**src/gdid_defines.svh**
```systemverilog
/*
 * Timing and width constants for the gate drive input decoder.
 * Assumes a 25 MHz system clock; included by its bare name.
 */
`ifndef GDID_DEFINES_SVH
`define GDID_DEFINES_SVH

// System clock period in nanoseconds.
`define GDID_CLK_NS 40
// Least dead time kept in six-input mode, in nanoseconds.
`define GDID_MIN_DT_NS 200
// Least dead time in whole clock cycles, rounded up.
`define GDID_MIN_DT_CYC ((`GDID_MIN_DT_NS + `GDID_CLK_NS - 1) / `GDID_CLK_NS)
// Half period of the alternating brake pattern, in nanoseconds.
`define GDID_BRK_ALT_NS 10000
// Alternating brake half period in clock cycles, rounded down.
`define GDID_BRK_ALT_CYC (`GDID_BRK_ALT_NS / `GDID_CLK_NS)
// Width of the dead time settings.
`define GDID_DT_W 8
// Width of the brake alternation counter.
`define GDID_ALT_W 16

`endif

```
**src/gdid_pkg.sv**
```systemverilog
/*
 * Types shared by the gate drive input decoder and its dead time units.
 * Assumes nothing beyond a SystemVerilog compiler.
 */
package gdid_pkg;

	// Drive mode select codes.
	typedef enum logic [2:0] {
		GDID_SIX = 3'h0,
		GDID_THREE = 3'h1,
		GDID_ONE_PAT = 3'h2,
		GDID_ONE_HALL = 3'h3,
		GDID_ONE_HALL_ALT = 3'h4
	} gdid_mode_t;

	// Brake reactions.
	typedef enum logic [1:0] {
		GDID_BRK_LOW = 2'h0,
		GDID_BRK_HIGH = 2'h1,
		GDID_BRK_ALT = 2'h2,
		GDID_BRK_OFF = 2'h3
	} gdid_brake_t;

	// Dead time unit states.
	typedef enum logic [1:0] {
		GDID_DT_OFF = 2'h0,
		GDID_DT_HIGH = 2'h1,
		GDID_DT_LOW = 2'h2
	} gdid_dt_state_t;

endpackage

```
**src/gdid_phase_if.sv**
```systemverilog
/*
 * Per-phase link between the input decoder and one dead time unit.
 * Assumes both ends run on the same clock.
 */
`timescale 1ns/100ps
interface gdid_phase_if #(
	parameter int DT_W = 8
) ();
	// Requested gate states, never both high.
	logic req_hi;
	logic req_lo;
	// Off time before the high gate and before the low gate may turn on.
	logic [DT_W-1:0] dt_hi;
	logic [DT_W-1:0] dt_lo;
	// Gate commands as driven.
	logic gate_hi;
	logic gate_lo;

	modport ctrl (output req_hi, output req_lo, output dt_hi, output dt_lo,
		input gate_hi, input gate_lo);
	modport unit (input req_hi, input req_lo, input dt_hi, input dt_lo,
		output gate_hi, output gate_lo);
endinterface

```
**src/gdid_dead_time.sv**
```systemverilog
/*
 * Dead time unit for one half bridge: turns a gate on only after the
 * opposing gate has been off for the requested number of cycles.
 * Assumes the requests come from logic on the same clock.
 */
`timescale 1ns/100ps
module gdid_dead_time
	import gdid_pkg::*;
#(
	parameter int DT_W = 8
)
(
	input wire logic mclk,
	input wire logic rst,
	gdid_phase_if.unit ph
);

	// Whole state: gate state, off-cycle count, checking run length.
	typedef struct packed {
		gdid_dt_state_t state;
		logic [DT_W-1:0] cnt;
		logic [DT_W-1:0] chk_off;
	} gdid_dt_reg_t;

	gdid_dt_reg_t st_ff;
	gdid_dt_reg_t nxt_st;

	// Next state: a gate goes off at once and on only after the gap.
	always_comb
	begin
		nxt_st = st_ff;
		unique case (st_ff.state)
			GDID_DT_OFF:
			begin
				// Count off cycles, saturating.
				if (st_ff.cnt != '1)
				begin
					nxt_st.cnt = st_ff.cnt + 1'b1;
				end
				if (ph.req_hi && !ph.req_lo && st_ff.cnt >= ph.dt_hi)
				begin
					nxt_st.state = GDID_DT_HIGH;
				end
				else if (ph.req_lo && !ph.req_hi && st_ff.cnt >= ph.dt_lo)
				begin
					nxt_st.state = GDID_DT_LOW;
				end
			end
			GDID_DT_HIGH:
			begin
				// Dropping a request turns the gate off next cycle.
				if (!ph.req_hi || ph.req_lo)
				begin
					nxt_st.state = GDID_DT_OFF;
					nxt_st.cnt = DT_W'(1);
				end
			end
			GDID_DT_LOW:
			begin
				if (!ph.req_lo || ph.req_hi)
				begin
					nxt_st.state = GDID_DT_OFF;
					nxt_st.cnt = DT_W'(1);
				end
			end
			default:
			begin
				// Unused code falls back to both gates off.
				nxt_st.state = GDID_DT_OFF;
				nxt_st.cnt = DT_W'(1);
			end
		endcase
		// Independent run of cycles with both gates off.
		if (ph.gate_hi || ph.gate_lo)
		begin
			nxt_st.chk_off = '0;
		end
		else if (st_ff.chk_off != '1)
		begin
			nxt_st.chk_off = st_ff.chk_off + 1'b1;
		end
	end

	// State register; reset leaves both gates off.
	always_ff @(posedge mclk)
	begin
		if (rst)
		begin
			st_ff <= '{state: GDID_DT_OFF, cnt: DT_W'(1), chk_off: '0};
		end
		else
		begin
			st_ff <= nxt_st;
		end
	end

	// Gate commands decode the registered state.
	assign ph.gate_hi = (st_ff.state == GDID_DT_HIGH);
	assign ph.gate_lo = (st_ff.state == GDID_DT_LOW);
endmodule

```
**src/gdid_decoder.sv**
```systemverilog
/*
 * Gate drive input decoder: turns three-phase PWM inputs into high and
 * low gate commands, with brake override and dead time insertion.
 * Assumes all inputs are synchronous to mclk and that the dead time
 * settings and modes are held steady by the surrounding control logic.
 */
`timescale 1ns/100ps
`include "gdid_defines.svh"

// Function
// - mode field picks one of five behaviours; codes 2 to 4 here turn all gates off unless a brake acts, and raise mode_unsupported
// - mode zero gives six independent inputs
// - six-input mode still keeps a least gap
// - six-input: single high drives gate, else off
// - active brake overrides inputs in every mode
// - brake: lows, highs, alternating, or all off
// - mode one gives three high-side inputs
// - three-input: low side is complement plus gap
// - three-input: low input high turns both off
// - rising and falling gaps set separately; only three-input mode uses them, other modes use the least gap for both
module gdid_decoder
	import gdid_pkg::*;
#(
	parameter int DT_W = `GDID_DT_W,
	parameter int MIN_DT_CYC = `GDID_MIN_DT_CYC,
	parameter int BRK_ALT_CYC = `GDID_BRK_ALT_CYC,
	parameter int ALT_W = `GDID_ALT_W
)
(
	input wire logic mclk,
	input wire logic rst,
	input wire logic [2:0] drive_mode_sel,
	input wire logic [1:0] brake_cfg,
	input wire logic [DT_W-1:0] dead_time_rising,
	input wire logic [DT_W-1:0] dead_time_falling,
	input wire logic [2:0] high_side_input,
	input wire logic [2:0] low_side_input,
	input wire logic brake_request_n,
	output logic [2:0] high_gate_out,
	output logic [2:0] low_gate_out,
	output logic mode_unsupported
);

	// Small dead time used by the checks below.
	// A gap below this shows its gate inside an eight-cycle window.
	localparam logic [DT_W-1:0] CHK_SMALL_DT = DT_W'(7);

	// Whole state of the decoder.
	typedef struct packed {
		// Alternating brake is on its high-side half.
		logic brk_hi;
		// Cycles spent in the current alternating half.
		logic [ALT_W-1:0] alt_cnt;
		// Selected mode is not handled by this block.
		logic unsup;
	} gdid_dec_reg_t;

	gdid_dec_reg_t st_ff;
	gdid_dec_reg_t nxt_st;

	// Decoded mode and brake choice.
	gdid_mode_t mode;
	gdid_brake_t brake;

	// Gate requests per phase before dead time.
	logic [2:0] rq_hi;
	logic [2:0] rq_lo;

	// Dead times handed to every phase.
	logic [DT_W-1:0] dead_time_rising_sel;
	logic [DT_W-1:0] dead_time_falling_sel;

	// Maps one phase's inputs to requested gates, high first.
	function automatic logic [1:0] gdid_decode_phase(
		input gdid_mode_t m,
		input logic hi,
		input logic lo
	);
		logic [1:0] res;
		res = 2'h0;
		unique case (m)
			GDID_SIX:
			begin
				res = {hi & ~lo, lo & ~hi};
			end
			GDID_THREE:
			begin
				if (lo)
				begin
					res = 2'h0;
				end
				else
				begin
					res = {hi, ~hi};
				end
			end
			GDID_ONE_PAT, GDID_ONE_HALL, GDID_ONE_HALL_ALT:
			begin
				// Single-input modes are left with both gates off.
				res = 2'h0;
			end
			default:
			begin
				// Illegal codes leave both gates off.
				res = 2'h0;
			end
		endcase
		return res;
	endfunction

	// Mode, brake pattern and dead time selection.
	always_comb
	begin
		nxt_st = st_ff;
		mode = gdid_mode_t'(drive_mode_sel);
		brake = gdid_brake_t'(brake_cfg);
		nxt_st.unsup = (mode != GDID_SIX) && (mode != GDID_THREE);

		// Alternation timer runs only while the alternating brake acts.
		if (!brake_request_n && brake == GDID_BRK_ALT)
		begin
			if (st_ff.alt_cnt >= ALT_W'(BRK_ALT_CYC - 1))
			begin
				nxt_st.alt_cnt = '0;
				nxt_st.brk_hi = ~st_ff.brk_hi;
			end
			else
			begin
				nxt_st.alt_cnt = st_ff.alt_cnt + 1'b1;
			end
		end
		else
		begin
			// Each brake event starts on the low-side half.
			nxt_st.alt_cnt = '0;
			nxt_st.brk_hi = 1'b0;
		end

		// Per-phase decode of the PWM inputs.
		for (int i = 0; i < 3; i++)
		begin
			{rq_hi[i], rq_lo[i]} = gdid_decode_phase(mode, high_side_input[i],
				low_side_input[i]);
		end

		if (!brake_request_n)
		begin
			unique case (brake)
				GDID_BRK_LOW:
				begin
					rq_hi = 3'h0;
					rq_lo = 3'h7;
				end
				GDID_BRK_HIGH:
				begin
					rq_hi = 3'h7;
					rq_lo = 3'h0;
				end
				GDID_BRK_ALT:
				begin
					rq_hi = {3{st_ff.brk_hi}};
					rq_lo = {3{~st_ff.brk_hi}};
				end
				GDID_BRK_OFF:
				begin
					rq_hi = 3'h0;
					rq_lo = 3'h0;
				end
			endcase
		end

		if (mode == GDID_THREE)
		begin
			dead_time_rising_sel = dead_time_rising;
			dead_time_falling_sel = dead_time_falling;
		end
		else
		begin
			dead_time_rising_sel = DT_W'(MIN_DT_CYC);
			dead_time_falling_sel = DT_W'(MIN_DT_CYC);
		end
	end

	// State register.
	always_ff @(posedge mclk)
	begin
		if (rst)
		begin
			st_ff <= '{brk_hi: 1'b0, alt_cnt: '0, unsup: 1'b0};
		end
		else
		begin
			st_ff <= nxt_st;
		end
	end

	assign mode_unsupported = st_ff.unsup;

	// One link and one dead time unit per phase.
	gdid_phase_if #(.DT_W(DT_W)) ph_if [3] ();

	// Rising phase node means the high gate turns on; falling, the low gate.
	for (genvar g = 0; g < 3; g++)
	begin : g_phase
		assign ph_if[g].req_hi = rq_hi[g];
		assign ph_if[g].req_lo = rq_lo[g];
		assign ph_if[g].dt_hi = dead_time_rising_sel;
		assign ph_if[g].dt_lo = dead_time_falling_sel;
		assign high_gate_out[g] = ph_if[g].gate_hi;
		assign low_gate_out[g] = ph_if[g].gate_lo;

		gdid_dead_time #(
			.DT_W(DT_W)
		) u_dt (
			.mclk(mclk),
			.rst(rst),
			.ph(ph_if[g])
		);
	end
endmodule

```
**config.mk**
```make
export PLATFORM = sky130hd
export DESIGN_NAME = gdid_decoder
export DESIGN_NICKNAME = d
export VERILOG_FILES = /design/src/gdid_pkg.sv /design/src/gdid_phase_if.sv /design/src/gdid_dead_time.sv /design/src/gdid_decoder.sv
export VERILOG_INCLUDE_DIRS = /design/src
export SDC_FILE = /design/constraint.sdc
export NUM_CORES = 1
export LEC_CHECK = 0
export BUFFER_PORTS_ARGS = -buffer_cell sky130_fd_sc_hd__buf_2
export CAP_MARGIN = 20
export CORE_ASPECT_RATIO = 0.6
export CORE_MARGIN = 4
export CORE_UTILIZATION = 64
export CTS_BUF_LIST = sky130_fd_sc_hd__clkbuf_16
export DETAILED_ROUTE_END_ITERATION = 8
export GPL_ROUTABILITY_DRIVEN = 0
export GPL_TIMING_DRIVEN = 0
export PLACE_DENSITY = 0.95
export SYNTH_ARGS = -nofsm -noshare
export SYNTH_HDL_FRONTEND = slang
export SYNTH_SLANG_ARGS = --single-unit
export TNS_END_PERCENT = 20
```
**constraint.sdc**
```tcl
create_clock -name mclk -period 8.88 [get_ports mclk]
set_clock_uncertainty 0.05 [all_clocks]
set_input_delay 1.776 -clock mclk [delete_from_list [all_inputs] [get_ports mclk]]
set_output_delay 1.776 -clock mclk [all_outputs]
set_load 0.005 [all_outputs]
```
==> impl_metrics.tcl <==
set metrics [dict create \
    outcome "complete, no violations" \
    cts.sinks 48 \
    cts_max_path_buffers 2 \
    drc_errors 0 \
    antenna_cells 0 \
    cts_resized 0 \
    period_share 0.517 \
    synth-main-ff-cell "dfxtp_1" \
    die_y_um 65.0 \
    final_core_util 0.765 \
    ir_drop_v 0.000107 \
    syn2layout_area_growth_pct 14.0 \
    endpoint_kind "register" \
    viasPerCell 6.41 \
    hold_viol_final 0 \
    tritoncts "yes" \
    path_clk_slew_ps 70 \
    io_buffers 36 \
    r2r_end "g_phase[2].u_dt.st_ff[17]$_SDFFE_PP0P_" \
    min_from "st_ff[8]$_SDFF_PP0_" \
    drt_iter0_drc 311 \
    htree_levels 2 \
    fin_crit_ps 4590 \
    clk_latency_ps 290 \
    yosys.area.top_type "dfxtp_1" \
    start_util 0.671 \
    hold_path.class "reg2reg" \
    path_class "in2reg" \
    setup_tns_ps 0 \
    dpl.hpwl_mm 7.07 \
    r2r-start "g_phase[2].u_dt.st_ff[8]$_SDFFE_PP1P_" \
    hold-path-cell-count 2 \
    rows 20 \
    grt_pass1_wl_mm 15.2 \
    nets 532 \
    detail-route-antenna-nets 0 \
    yosysUniqueCellTypes 63 \
    met2_length_mm 4.31 \
    tightest_slew_ps 863 \
    grt_max_degree 17 \
    synth_top_area_share 0.278 \
    yosysWarnings 0 \
    crit_path_start_kind "primary input" \
    cpPeakStageDelay_ps 730 \
    slew_headroom 0.423 \
    min_to "st_ff[8]$_SDFF_PP0_" \
    r2r_cells 8 \
    cp_max_fo 10 \
    grt_usage 0.291 \
    synth_seq_cells 48 \
    crit_path_cell_trace "buf_2 > nor3b_1 > clkbuf_1 > nand2_1 > ha_1 > a21o_1 > maj3_1 > a21oi_1 > nor2_1 > o41a_1" \
    detail_route.wl_per_cell_um 18.2 \
    drv_cap 0 \
    cts_inserted_buffers 5 \
    drt-total-wl_mm 9.40 \
    rsz0062_at_grt "false" \
    coreArea_um2 5150 \
    synthArstFlopShare 0 \
    cp_slowest_cell "nor3b_1" \
    drive_above_1_share 0.151 \
    syn_area_per_cell_um2 8.67 \
    io_pins 37 \
    synth_edf_count 0 \
    wl_met3_um 850 \
    die_x_um 103 \
    cp-startpoint "drive_mode_sel[0]" \
    top_layer "met4" \
    ff2ff_setup_slack_ps 6570 \
    maxSlewViolCount 0 \
    cts-root-buf "clkbuf_16" \
    grt_pass1_vias 3218 \
    wl_met1_mm 3.83 \
    vias 3308 \
    cp_data_arrival_time_ps 4700 \
    fillCellCount 349 \
    max_freq_mhz 218 \
    layoutNonFillerInstCount 516 \
    total_leakage_power_nw 1.72 \
    dp_cells 508 \
    synthTopCellsByArea "dfxtp_1 28%, ha_1 19%, nor2_1 4.1%" \
    setup_viol 0 \
    syn_area_um2 3460 \
    cts_hold_buf 0 \
    antenna_found_initial 0 \
    post_cts_buffers 0 \
    power_density_nw_per_um2 154 \
    postSynthCellCount 399 \
    die-area_um2 6680 \
    grt_remaining_overflow 0 \
    critPathRequiredTime_ps 8990 \
    yosysSeqAreaShare 0.278 \
    drt_first_pass_iters 5 \
]
==> cells in the final DEF, fill, tap and decap left out, types with 12 or more instances in the layout <==
cell type and instances:
ha_1 53, dfxtp_1 48, nor2_1 38, buf_2 36, nand2_1 24, a21oi_1 21
nand3_1 17, nor2b_1 15, inv_1 13, nand2b_1 12, o21ai_0 12
==> worst max-delay path by stage <==
stage                                                   to  cells after the start  slack [ps]
finish              g_phase[2].u_dt.st_ff[17]$_SDFFE_PP0P_                     10        4290
floorplan           g_phase[2].u_dt.st_ff[17]$_SDFFE_PP0P_                      9        4810
CTS                 g_phase[2].u_dt.st_ff[17]$_SDFFE_PP0P_                     10        4400
global route        g_phase[2].u_dt.st_ff[17]$_SDFFE_PP0P_                     10        4260
detailed placement  g_phase[2].u_dt.st_ff[17]$_SDFFE_PP0P_                     10        4170
global placement    g_phase[2].u_dt.st_ff[17]$_SDFFE_PP0P_                     10        4200
==> power breakdown <==
group	internal, mW	total, mW	switching [mW]
Combinational	0.0530	0.115	0.0618
Clock	0.162	0.247	0.0846
Sequential	0.227	0.245	0.0176
Total	0.443	0.607	0.164
==> routing by layer <==
layer  track usage  vias up
met5             0        -
met4         0.124        0
met3        0.0570       46
met2         0.469      206
met1         0.378     1512
li1              -     1544
==> worst max-delay path, delay by kind of cell <==
family,cells,cell delay [ps]
AOI/OAI and AO/OA,3,670
and+or+nand+nor,3,1000
adders and majority gates,2,680
buffers and inverters,2,580
==> cell families after synthesis <==
kind of cell | Yosys count | synth area share
multiplexers | 6 | 0.0184
flip-flops | 48 | 0.278
AND/OR/NAND/NOR | 160 | 0.248
AO/OA/AOI/OAI | 80 | 0.168
other | 1 | 0.00108
XOR/XNOR | 19 | 0.0481
buffers and inverters | 29 | 0.0380
adder cells (fa/ha/maj) | 56 | 0.200
==> metrics by stage <==
step | area (um^2) | setup WS [ps] | power, mW | hold WS (ps)
2_1_floorplan | 3490 | 4810 | 0.321 | 386
3_3_place_gp | 3750 | 4200 | 0.348 | 401
3_5_place_dp | 3750 | 4170 | 0.357 | 428
4_1_cts | 3940 | 4400 | 0.604 | 443
5_1_grt | 3940 | 4260 | 0.633 | 487
6_report | 3940 | 4290 | 0.607 | 433
==> Yosys cell counts, types with 3 or more instances <==
master     n
ha_1      53
dfxtp_1   48
nor2_1    38
nand2_1   24
a21oi_1   21
nand3_1   17
nor2b_1   15
inv_1     13
nand2b_1  12
o21ai_0   12
and3_1    10
clkbuf_1  10
xnor2_1   10
a21o_1     9
xor2_1     9
nand4_1    7
nor3_1     7
buf_4      6
o211ai_1   5
a311oi_1   4
nor4_1     4
nor4b_1    4
or2_2      4
and2_1     3
maj3_1     3
mux2_2     3
mux2i_1    3
==> registers in the layout, summed over array words and instances, names as in the netlist <==
name	count
g_phase.u_dt.st_ff	30
mode_unsupported	1
st_ff	17
==> area by class of cell <==
cell class	instances	area (um^2)	area share
clock buffers	5	125	0.0317
plain buffers	16	82.6	0.0209
repair buffers	36	180	0.0457
well taps	66	82.6	0.0209
multi-input cells	329	2390	0.607
clock inverters	3	68.8	0.0175
inverters	13	48.8	0.0124
flip-flops and latches	48	961	0.244
No activity file was read; power rests on OpenSTA's default activity.
